--- config.mk ---
export PLATFORM = sky130hd
export DESIGN_NAME = scqs_top
export DESIGN_NICKNAME = d
export VERILOG_FILES = /design/src/include/scqs_pkg.sv /design/src/design/scqs_sync.sv /design/src/design/scqs_top.sv
export VERILOG_INCLUDE_DIRS = /design/src /design/src/include
export SDC_FILE = /design/constraint.sdc
export NUM_CORES = 1
export LEC_CHECK = 0
export ABC_AREA = 1
export BUFFER_PORTS_ARGS = -buffer_cell sky130_fd_sc_hd__buf_2
export CORE_MARGIN = 2
export CORE_UTILIZATION = 45
export CTS_CLUSTER_DIAMETER = 150
export DETAILED_ROUTE_END_ITERATION = 7
export GPL_TIMING_DRIVEN = 0
export SLEW_MARGIN = 5
export SYNTH_ARGS = -nofsm -noshare
export SYNTH_HDL_FRONTEND = slang
export SYNTH_SLANG_ARGS = --single-unit
--- constraint.sdc ---
create_clock -name mclk -period 6.2 [get_ports mclk]
set_clock_uncertainty 0.1 [all_clocks]
set_input_delay 0.31 -clock mclk [delete_from_list [all_inputs] [get_ports mclk]]
set_output_delay 0.31 -clock mclk [all_outputs]
set_load 0.05 [all_outputs]
--- src/include/scqs_params.svh ---
// Timing and reset constants of the startup and clock-quality sequencer
`ifndef SCQS_PARAMS_SVH
`define SCQS_PARAMS_SVH

// ****************************************
// Clock rate
// ****************************************
`define SCQS_MCLK_MHZ        25

// ****************************************
// Timing figures in their own units
// ****************************************
`define SCQS_CQ_TIMEOUT_US   450000
`define SCQS_RST_PW_OSC      2
`define SCQS_STARTUP_OSC     192
`define SCQS_WAIT_RECOV_CYC  14
`define SCQS_MON_FAIL_KHZ    100
`define SCQS_QC_EDGES        4096

// ****************************************
// Derived cycle counts
// ****************************************
`define SCQS_CQ_TIMEOUT_CYC  (`SCQS_CQ_TIMEOUT_US * `SCQS_MCLK_MHZ)
`define SCQS_MON_FAIL_CYC    ((`SCQS_MCLK_MHZ * 1000) / `SCQS_MON_FAIL_KHZ)

// ****************************************
// Reset values
// ****************************************
`define SCQS_POR_FLAG_RST    1'b1
`define SCQS_OSC_TYPE_RST    1'b0

`endif

--- src/include/scqs_pkg.sv ---
// Types of the startup and clock-quality sequencer
package scqs_pkg;

  // ****************************************
  // Sequencer states, one-hot
  // ****************************************
  typedef enum logic [6:0] {
    ST_QCHK    = 7'h01,
    ST_STARTUP = 7'h02,
    ST_RUN     = 7'h04,
    ST_STOP    = 7'h08,
    ST_LPWR    = 7'h10,
    ST_RECOV   = 7'h20,
    ST_EXTRST  = 7'h40
  } scqs_state_t;

endpackage : scqs_pkg

--- src/design/scqs_sync.sv ---
// Two-flop synchroniser for pin inputs
`timescale 1ns/1ns
`default_nettype none

module scqs_sync #(
  parameter int W = 1
) (
  // Clock and reset
  input  wire logic         mclk,
  input  wire logic         rst_n,
  // Data
  input  wire logic [W-1:0] din,
  output var  logic [W-1:0] dout
);

  logic [W-1:0] meta_q;
  logic [W-1:0] meta_d;
  logic [W-1:0] sync_q;
  logic [W-1:0] sync_d;

  always_comb begin
    meta_d = din;
    sync_d = meta_q;
  end

  always_ff @(posedge mclk or negedge rst_n) begin
    if (!rst_n) begin
      meta_q <= '0;
      sync_q <= '0;
    end else begin
      meta_q <= meta_d;
      sync_q <= sync_d;
    end
  end

  assign dout = sync_q;

endmodule : scqs_sync

`default_nettype wire

--- src/design/scqs_top.sv ---
// Startup and clock-quality sequencer top level
`timescale 1ns/1ns
`default_nettype none
`include "scqs_params.svh"

module scqs_top
  import scqs_pkg::*;
#(
  parameter int CQ_TIMEOUT_CYC = `SCQS_CQ_TIMEOUT_CYC,
  parameter int QC_EDGES       = `SCQS_QC_EDGES
) (
  // Clock and reset
  input  wire logic mclk,
  input  wire logic arst_n,
  // Pins
  input  wire logic osc_clk,
  input  wire logic ext_reset_n,
  input  wire logic ext_irq,
  input  wire logic oscillator_type_select,
  // Processor side
  input  wire logic stop_req,
  input  wire logic pstop_req,
  input  wire logic wait_req,
  input  wire logic int_irq,
  input  wire logic power_on_flag_clr,
  // Status and control outputs
  output var  logic sys_reset_n,
  output var  logic clocks_released,
  output var  logic reset_vector_fetch,
  output var  logic irq_vector_fetch,
  output var  logic osc_enable,
  output var  logic self_clock_mode,
  output var  logic osc_full_swing,
  output var  logic clock_monitor_fail,
  output var  logic power_on_flag
);

  // ****************************************
  // Reset release and pin synchronisers
  // ****************************************
  logic rst_ff1_q;
  logic rst_n;

  always_ff @(posedge mclk or negedge arst_n) begin
    if (!arst_n) begin
      rst_ff1_q <= 1'b0;
      rst_n     <= 1'b0;
    end else begin
      rst_ff1_q <= 1'b1;
      rst_n     <= rst_ff1_q;
    end
  end

  logic [3:0] pins_s;
  logic       osc_s;
  logic       ext_rst_n_s;
  logic       ext_irq_s;
  logic       type_s;

  scqs_sync #(.W(4)) u_sync (
    .mclk  (mclk),
    .rst_n (rst_n),
    .din   ({osc_clk, ext_reset_n, ext_irq, oscillator_type_select}),
    .dout  (pins_s)
  );

  assign osc_s       = pins_s[3];
  assign ext_rst_n_s = pins_s[2];
  assign ext_irq_s   = pins_s[1];
  assign type_s      = pins_s[0];

  // ****************************************
  // Constants at register width
  // ****************************************
  localparam logic [23:0] TO_LAST  = 24'(CQ_TIMEOUT_CYC - 1);
  localparam logic [12:0] QC_LAST  = 13'(QC_EDGES - 1);
  localparam logic [12:0] SU_LAST  = 13'(`SCQS_STARTUP_OSC - 1);
  localparam logic [12:0] WR_LAST  = 13'(`SCQS_WAIT_RECOV_CYC - 1);
  localparam logic [1:0]  RST_PW   = 2'(`SCQS_RST_PW_OSC);
  localparam logic [8:0]  MON_LIM  = 9'(`SCQS_MON_FAIL_CYC);

  // ****************************************
  // Sequencer
  // ****************************************
  scqs_state_t st_q, st_d;
  logic [12:0] cnt_q, cnt_d;
  logic [23:0] to_q, to_d;
  logic [8:0]  mon_q, mon_d;
  logic [1:0]  prw_q, prw_d;
  logic        osc_prev_q, osc_prev_d;
  logic        scm_q, scm_d;
  logic        ok_q, ok_d;
  logic        seq_q, seq_d;
  logic        rv_q, rv_d;
  logic        iv_q, iv_d;
  logic        oen_q, oen_d;
  logic        rel_q, rel_d;
  logic        srn_q, srn_d;
  logic        cmf_q, cmf_d;
  logic        pof_q, pof_d;
  logic        ots_q, ots_d;
  logic        osc_edge;
  logic        tick;
  logic        ext_hit;
  logic        mon_hit;
  logic        qc_pass;

  // Self clock ticks stand in for oscillator periods once the crystal is given up
  assign osc_edge = osc_s & ~osc_prev_q;
  assign tick     = scm_q | osc_edge;
  assign ext_hit  = ~ext_rst_n_s & (prw_q == RST_PW);
  assign mon_hit  = oen_q & ~scm_q & (st_q != ST_QCHK) & (mon_q >= MON_LIM);
  assign qc_pass  = (st_q == ST_QCHK) & osc_edge & (cnt_q == QC_LAST);

  always_comb begin
    st_d       = st_q;
    cnt_d      = cnt_q;
    to_d       = to_q;
    scm_d      = scm_q;
    ok_d       = ok_q;
    seq_d      = seq_q;
    rv_d       = 1'b0;
    iv_d       = 1'b0;
    osc_prev_d = osc_s;
    // Pulse width counted in oscillator periods, saturating
    if (!ext_rst_n_s) begin
      prw_d = (tick && prw_q != RST_PW) ? prw_q + 2'h1 : prw_q;
    end else begin
      prw_d = 2'h0;
    end
    // Monitor measures the gap between oscillator edges
    if (osc_edge || st_q == ST_QCHK || !oen_q) begin
      mon_d = 9'h000;
    end else begin
      mon_d = (mon_q == 9'h1ff) ? mon_q : mon_q + 9'h001;
    end
    if (ext_hit) begin
      st_d  = ST_EXTRST;
      seq_d = 1'b1;
      cnt_d = 13'h0000;
      to_d  = 24'h000000;
    end else begin
      case (st_q)
        ST_EXTRST: begin
          st_d = ok_q ? ST_STARTUP : ST_QCHK;
        end
        ST_QCHK: begin
          to_d = to_q + 24'h000001;
          if (osc_edge) begin
            cnt_d = cnt_q + 13'h0001;
          end
          if (qc_pass) begin
            ok_d  = 1'b1;
            scm_d = 1'b0;
          end else if (to_q == TO_LAST) begin
            scm_d = 1'b1;
          end
          if (qc_pass || to_q == TO_LAST) begin
            cnt_d = 13'h0000;
            st_d  = seq_q ? ST_STARTUP : ST_RUN;
            iv_d  = ~seq_q;
          end
        end
        ST_STARTUP: begin
          if (mon_hit) begin
            // A crystal that dies here would stall the tick count for good
            ok_d  = 1'b0;
            cnt_d = 13'h0000;
            to_d  = 24'h000000;
            st_d  = ST_QCHK;
          end else if (tick) begin
            cnt_d = cnt_q + 13'h0001;
            if (cnt_q == SU_LAST) begin
              st_d  = ST_RUN;
              seq_d = 1'b0;
              rv_d  = 1'b1;
            end
          end
        end
        ST_RUN: begin
          cnt_d = 13'h0000;
          to_d  = 24'h000000;
          if (mon_hit) begin
            ok_d = 1'b0;
            st_d = ST_QCHK;
          end else if (stop_req) begin
            ok_d = 1'b0;
            st_d = ST_STOP;
          end else if (pstop_req || wait_req) begin
            st_d = ST_LPWR;
          end
        end
        ST_STOP: begin
          if (ext_irq_s) begin
            st_d = ST_QCHK;
          end
        end
        ST_LPWR: begin
          if (ext_irq_s || int_irq) begin
            st_d = ST_RECOV;
          end
        end
        ST_RECOV: begin
          cnt_d = cnt_q + 13'h0001;
          if (cnt_q == WR_LAST) begin
            st_d = ST_RUN;
            iv_d = 1'b1;
          end
        end
        default: begin
          st_d = ST_QCHK;
        end
      endcase
    end
    oen_d = (st_d != ST_STOP);
    rel_d = (st_d == ST_RUN) | (st_d == ST_RECOV);
    srn_d = ~seq_d;
    // Failure stays up until the next passing check; a new hit wins
    cmf_d = mon_hit | (cmf_q & ~qc_pass);
    pof_d = pof_q & ~power_on_flag_clr;
    // Select is only taken while the internal reset is active
    ots_d = srn_q ? ots_q : type_s;
  end

  always_ff @(posedge mclk or negedge rst_n) begin
    if (!rst_n) begin
      st_q       <= ST_QCHK;
      cnt_q      <= 13'h0000;
      to_q       <= 24'h000000;
      mon_q      <= 9'h000;
      prw_q      <= 2'h0;
      osc_prev_q <= 1'b0;
      scm_q      <= 1'b0;
      ok_q       <= 1'b0;
      seq_q      <= 1'b1;
      rv_q       <= 1'b0;
      iv_q       <= 1'b0;
      oen_q      <= 1'b1;
      rel_q      <= 1'b0;
      srn_q      <= 1'b0;
      cmf_q      <= 1'b0;
      pof_q      <= `SCQS_POR_FLAG_RST;
      ots_q      <= `SCQS_OSC_TYPE_RST;
    end else begin
      st_q       <= st_d;
      cnt_q      <= cnt_d;
      to_q       <= to_d;
      mon_q      <= mon_d;
      prw_q      <= prw_d;
      osc_prev_q <= osc_prev_d;
      scm_q      <= scm_d;
      ok_q       <= ok_d;
      seq_q      <= seq_d;
      rv_q       <= rv_d;
      iv_q       <= iv_d;
      oen_q      <= oen_d;
      rel_q      <= rel_d;
      srn_q      <= srn_d;
      cmf_q      <= cmf_d;
      pof_q      <= pof_d;
      ots_q      <= ots_d;
    end
  end

  assign sys_reset_n        = srn_q;
  assign clocks_released    = rel_q;
  assign reset_vector_fetch = rv_q;
  assign irq_vector_fetch   = iv_q;
  assign osc_enable         = oen_q;
  assign self_clock_mode    = scm_q;
  assign osc_full_swing     = ots_q;
  assign clock_monitor_fail = cmf_q;
  assign power_on_flag      = pof_q;
endmodule : scqs_top

`default_nettype wire

==> impl_metrics.py, run 1 <==
metrics = {
    "setup_path": {
        "cp-end-kind": "flip-flop",
        "ff2ff_path_depth": 8,
        "r2r_start": "cnt_q[0]",
        "ff2ff_setup_slack_ns": 3.94,
        "setup.worst_path.class": "flip-flop to flip-flop",
        "critical_path.startpoint_type": "flip-flop",
        "cp_max_fo": 5,
        "required_ns": 6.34,
        "crit_arrival_ns": 2.40,
        "r2r-end": "clocks_released",
    },
    "place": {
        "place_inst": 807,
        "placed_area_sq_um": 5016,
        "place.gp.congestion": 0.9613,
        "hpwl_microns": 8542,
        "pre_cts_slack_ns": 3.976,
        "port-buffer-count": 19,
    },
    "finish": {
        "seqCellArea_sq_um": 1936,
        "drive_gt1_frac": 0.1198,
        "num-nets-final": 706,
        "instances_no_fill": 829,
        "fin_area_sq_um": 5274,
        "antenna_cells": 0,
        "nFillCells": 1038,
        "syn_to_final_growth_pct": 11.74,
        "final_core_util": 0.5155,
        "multiInputGateArea_sq_um": 2386,
    },
    "global_routing": {
        "grt_usage": 0.2125,
        "grt_pass1_wl_microns": 19200,
        "antenna_found_initial": 0,
        "grt_pass1_vias": 4020,
        "grt_max_degree": 60,
        "grt_overflow": 0,
    },
    "job": {
        "cap_violations": 0,
    },
    "routing": {
        "drtIter0Drc": 305,
        "vias": 4225,
        "drt_wl_total_microns": 11200,
        "drc": 0,
        "dr.pass1.iters": 5,
        "wl_per_cell_microns": 13.51,
        "vias_per_cell": 5.097,
        "postRouteAntennaNets": 0,
    },
    "die": {
        "dieArea_sq_um": 11320,
        "fp.dieW_microns": 106.4,
        "start_util": 0.4613,
        "core_area_sq_um": 10230,
        "io_pins": 20,
        "core.rowCount": 37,
        "fp.dieH_microns": 106.4,
    },
    "clock_tree": {
        "cts.repair.resized": 0,
        "clockBufferDepth": 2,
        "cts_tree": "built",
        "ctsRootBufferMaster": "clkbuf_8",
        "worstSkewPairLatency_ns": 0.36,
        "cts-buffers-inserted": 9,
        "clock-sinks": 77,
        "htreeDepth": 3,
        "clk_pin_slew_worst_paths_ns": 0.09,
        "cts_hold_buf": 6,
        "postCtsSetupBuffers": 0,
    },
    "timing": {
        "final.setup.tns_ns": 0,
        "setup_viol": 0,
        "whs_ns": 0.09715,
        "rsz0062_at_grt": "no",
        "max_slew.worst_pin.slew_ns": 0.5372,
        "slew_violations": 0,
        "hold_viol": 0,
        "period_share": 0.3647,
        "fmax_mhz": 442.2,
        "period_needed_ns": 2.261,
        "setup_slack_ns": 3.939,
        "slew_headroom": 0.6419,
    },
    "synth": {
        "syn_nets": 669,
        "synth-simple-area-share": 0.3889,
        "synth-seq-cells": 77,
        "synth_largest_area_cell": "dfrtp_1",
        "synthCells": 651,
        "synth_edf_count": 0,
        "synth-async-reset-ratio": 1.000,
        "synthMuxAreaShare": 0.002386,
        "synth_xor_area_frac": 0.01856,
        "syn-cell-area_sq_um": 4720,
        "synth_compound_area_frac": 0.07635,
        "synthAdderAreaFrac": 0.01856,
        "ys.flop_type": "dfrtp_1",
        "synth_top_family_by_area": "simple AND/OR/NAND/NOR gates",
        "synth_area_leaders": "dfrtp_1 39%, nand2_1 13%, nor2_1 8.2%, inv_1 6.2%, nand3_1 6.2%",
        "synth_top_area_share": 0.3871,
        "syn_avg_cell_area_sq_um": 7.250,
        "ys_seq_area_frac": 0.4093,
        "synth_cell_types": 48,
        "yosys_warnings": 0,
    },
    "power": {
        "power.density_nw_per_um2": 270.0,
        "clockPowerShare": 0.276,
        "p_int_mw": 0.8880,
        "power_frac_seq": 0.449,
        "p_leak_nw": 2.608,
        "switching_share": 0.3763,
        "total_power_mw": 1.424,
        "peakVddDrop_mv": 0.1086,
        "power_switching_mw": 0.5358,
        "p_comb_frac": 0.274,
    },
    "status": {
        "status": "complete, no violations",
    },
    "worst_hold_path": {
        "hp-class": "flip-flop to async pin",
    },
}
[metal layers]
layer	routed length [microns]	up-vias	global-route usage
met5	0	-	0
met4	206	0	0.07792
met3	358	19	0.03188
met2	5115	95	0.3338
met1	5523	1953	0.2980
li1	-	2158	-
[power by group through the flow]
| stage | Combinational (mW) | Sequential [mW] | Clock [mW] |
|---|---|---|---|
| finish | 0.391 | 0.640 | 0.394 |
| detailed placement | 0.390 | 0.648 | 0 |
| global placement | 0.370 | 0.653 | 0 |
| CTS | 0.395 | 0.640 | 0.407 |
| floorplan | 0.291 | 0.639 | 0 |
| global route | 0.449 | 0.651 | 0.425 |
[synth_stat cells, types with 3 or more instances]
library cell,count
nor3_1,13
nand3b_1,4
xor2_1,8
nor2_4,5
buf_6,3
nand3_1,58
inv_1,78
dfstp_2,4
nand2_2,5
a21oi_1,26
ha_1,7
o21ai_1,6
or2_2,3
o21ai_0,19
a21o_1,6
nor2_1,103
nand2_4,3
nand4_1,23
nand2_1,165
inv_2,4
dfrtp_1,73
[cell families (layout without fill, tap and decap cells)]
kind of cell | count (synthesis) | after routing
compound gates | 65 | 65
other cells | 1 | 1
fa+ha+maj | 7 | 7
buf+inv | 95 | 137
mux | 1 | 1
xor+xnor | 10 | 10
flops | 77 | 77
simple gates | 395 | 395
[how the worst max path moves through the flow]
stage | endpoint | slack (ns) | cells past startpoint | from
final | clocks_released | 3.94 | 8 | cnt_q[0]
after detailed placement | clocks_released | 3.98 | 8 | cnt_q[0]
after global placement | st_q[3] | 2.84 | 0 | rst_n
after CTS | clocks_released | 3.96 | 8 | cnt_q[0]
after global routing | clocks_released | 3.70 | 8 | cnt_q[0]
after floorplan | clock_monitor_fail | 3.80 | 0 | rst_n
[registers in the layout (all words and copies together), names as in the netlist, 2 cells and up]
register / cells
u_sync.dout: 4
prw_q: 2
st_q: 7
to_q: 24
u_sync.meta_q: 4
cnt_q: 13
mon_q: 9
[final cells by class]
cell class | instances | area share
Inverter | 84 | 0.06050
Multi-Input combinational cell | 479 | 0.4524
Tap cell | 136 | 0.03227
Clock inverter | 7 | 0.01400
Buffer | 11 | 0.01566
Clock buffer | 9 | 0.02349
Timing Repair Buffer | 26 | 0.03464
Sequential cell | 77 | 0.3670
[cell usage in the layout (no fill, tap or decap), types with 6 or more instances in the layout]
cell and n:
nand2_1 165, buf_2 21, ha_1 7, inv_1 78
xor2_1 8, nor2_1 103, dlygate4sd3_1 6, nand4_1 23
a21o_1 6, dfrtp_1 72, o21ai_0 19, o21ai_1 6
clkbuf_8 9, a21oi_1 26, nand3_1 58, nor3_1 13
[worst max-delay path, stage by stage (launching register included)]
cell	delay, ns
dfrtp_1	0.41
ha_1	0.21
inv_1	0.06
nor3_1	0.45
nand3_1	0.31
nand3_1	0.19
nand2_1	0.05
o21ai_0	0.25
nand2_1	0.10
No activity file was read; power rests on OpenSTA's default activity.
==> run 2: changes to the inputs <==
==> constraint.sdc (replaced) <==
create_clock -name mclk -period 2.1 [get_ports mclk]
set_clock_uncertainty 0.1 [all_clocks]
set_input_delay 0.105 -clock mclk [delete_from_list [all_inputs] [get_ports mclk]]
set_output_delay 0.105 -clock mclk [all_outputs]
set_load 0.05 [all_outputs]
==> run 2 against run 1 <==
First-iteration DRC count down 24%; core utilization up 2.4 points; via count is 2.1% higher; global-route usage increased by 0.53 points; register-to-register slack got worse by 3.8 ns; sequential share of layout area shrank 1.6 points; critical path depth up 3; clock power rose to 2.7 times the previous value; sequential cell count stayed put; die area unchanged; hold slack got worse by 0.080 ns; maximum frequency increased by 14%; critical path type unchanged; highest routed layer unchanged.
==> impl_metrics.py, run 2 (synthesis results as in run 1) <==
metrics = {
    "status": {
        "status": "complete, no violations",
    },
    "clock_tree": {
        "clockBufferDepth": 2,
        "clock-sinks": 77,
        "worstSkewPairLatency_ns": 0.35,
        "cts-buffers-inserted": 9,
        "htreeDepth": 3,
        "clk_pin_slew_worst_paths_ns": 0.08,
        "cts_tree": "built",
        "ctsRootBufferMaster": "clkbuf_8",
    },
    "routing": {
        "dr.pass1.iters": 5,
        "vias": 4314,
        "drt_wl_total_microns": 11820,
        "wl_per_cell_microns": 13.97,
        "drtIter0Drc": 231,
        "postRouteAntennaNets": 0,
        "drc": 0,
        "vias_per_cell": 5.099,
    },
    "timing": {
        "hold_viol": 0,
        "fmax_mhz": 502.0,
        "period_needed_ns": 1.992,
        "period_share": 0.9485,
        "slew_headroom": 0.6384,
        "max_slew.worst_pin.slew_ns": 0.5423,
        "rsz0062_at_grt": "yes",
        "whs_ns": 0.01714,
        "setup_slack_ns": 0.1081,
        "setup_viol": 0,
        "slew_violations": 0,
    },
    "die": {
        "io_pins": 20,
        "core.rowCount": 37,
        "fp.dieH_microns": 106.4,
        "fp.dieW_microns": 106.4,
        "core_area_sq_um": 10230,
        "dieArea_sq_um": 11320,
        "start_util": 0.4613,
    },
    "finish": {
        "num-nets-final": 723,
        "largestRegisters": "to_q: 24 flops, cnt_q: 13 flops, mon_q: 9 flops",
        "largest_reg_flops": 24,
        "antenna_cells": 0,
        "drive_gt1_frac": 0.1732,
        "final_cell_mix": "162 x nand2_1, 95 x nor2_1, 78 x inv_1",
        "nFillCells": 1040,
        "registers.top_by_ff_count": "to_q",
        "syn_to_final_growth_pct": 16.99,
        "final_common_cell": "nand2_1",
    },
    "place": {
        "place.gp.congestion": 0.9194,
        "hpwl_microns": 8637,
        "pre_cts_slack_ns": -0.1635,
        "port-buffer-count": 19,
    },
    "global_routing": {
        "antenna_found_initial": 0,
        "grt_overflow": 0,
        "grt_usage": 0.2178,
        "grt_max_degree": 59,
        "grt_pass1_vias": 4067,
        "grt_pass1_wl_microns": 19690,
    },
    "setup_path": {
        "critical_path.startpoint_type": "flip-flop",
        "required_ns": 2.24,
        "cp-end-kind": "flip-flop",
        "crit_arrival_ns": 2.13,
        "crit_chain": "inv_1 -> ha_1 -> nand2_4 -> inv_1 -> nor3_1 -> nand3_4 -> buf_2 -> nand3_1 -> nand2_1 -> nand2_1 -> nor2_1",
        "cp_max_fo": 6,
        "critPathMaxStageDelay_ns": 0.37,
        "setup.worst_path.class": "flip-flop to flip-flop",
        "critPathSlowestCell": "dfrtp_1",
    },
    "worst_hold_path": {
        "hp-class": "input pin to flip-flop",
    },
    "job": {
        "cap_violations": 0,
    },
    "power": {
        "power.density_nw_per_um2": 782.3,
        "p_leak_nw": 2.707,
        "peakVddDrop_mv": 0.3858,
    },
}
run 2: worst max-delay path, delay by kind of cell (launching register included):
kind	cells	cell delay [ns]
adder cells (fa/ha/maj)	1	0.23
buffers and inverters	3	0.36
flip-flops	1	0.37
AND/OR/NAND/NOR	7	0.82
run 2: per-stage QoR:
stage / cells / utilization / cell area (sq um) / setup TNS, ns / total power [mW]
2_1_floorplan: 651 / - / 4721 / 0 / 2.743
3_3_place_gp: 806 / 0.4873 / 4986 / -0.6665 / 3.027
3_5_place_dp: 807 / 0.4903 / 5016 / -1.030 / 3.064
4_1_cts: 833 / 0.5195 / 5315 / 0 / 4.209
5_1_grt: 846 / 0.5397 / 5522 / -0.1086 / 4.634
6_report: 846 / 0.5397 / 5522 / 0 / 4.319
run 2: path summary, 6_finish.rpt:
kind	startpoint	cells after the start	to	slack (ns)
max	prw_q[0]	11	cnt_q[3]	0.11
max in group asynchronous	rst_n	1	power_on_flag	1.17
max reg2reg	prw_q[0]	11	cnt_q[3]	0.11
min reg2reg	rst_n	0	u_sync.meta_q[0]	0.10
min in group asynchronous	rst_n	0	u_sync.meta_q[0]	0.10
min	stop_req	4	osc_enable	0.02
run 2: per-layer routing:
layer / routed length, microns / global-route usage
met5: 0 / 0
met4: 131 / 0.05380
met3: 458 / 0.03924
met2: 5353 / 0.3452
met1: 5875 / 0.3097
run 2: final cells by class:
type,count,area [sq um],area share
buffer,11,83.83,0.01518
clock buffer,11,151.4,0.02742
clock inverter,5,32.53,0.005892
inverter,84,319.1,0.05778
multi-input combinational,479,2494,0.4516
sequential,77,1941,0.3515
tap,136,170.2,0.03082
timing repair buffer,43,330.3,0.05982
run 2: timing repair:
| item | CTS | global route |
|---|---|---|
| setup endpoints to repair | 17 | 46 |
| pin swaps | 0 | 4 |
| resized for setup | 6 | 28 |
| hold endpoints to repair | 8 | 0 |
| cloned | 0 | 2 |
| setup buffers | 2 | 11 |
| hold buffers | 8 | 0 |
run 2: power by group:
part / internal, mW / switching [mW]
Combinational: 0.517 / 0.848
Sequential: 1.67 / 0.205
Clock: 0.495 / 0.581
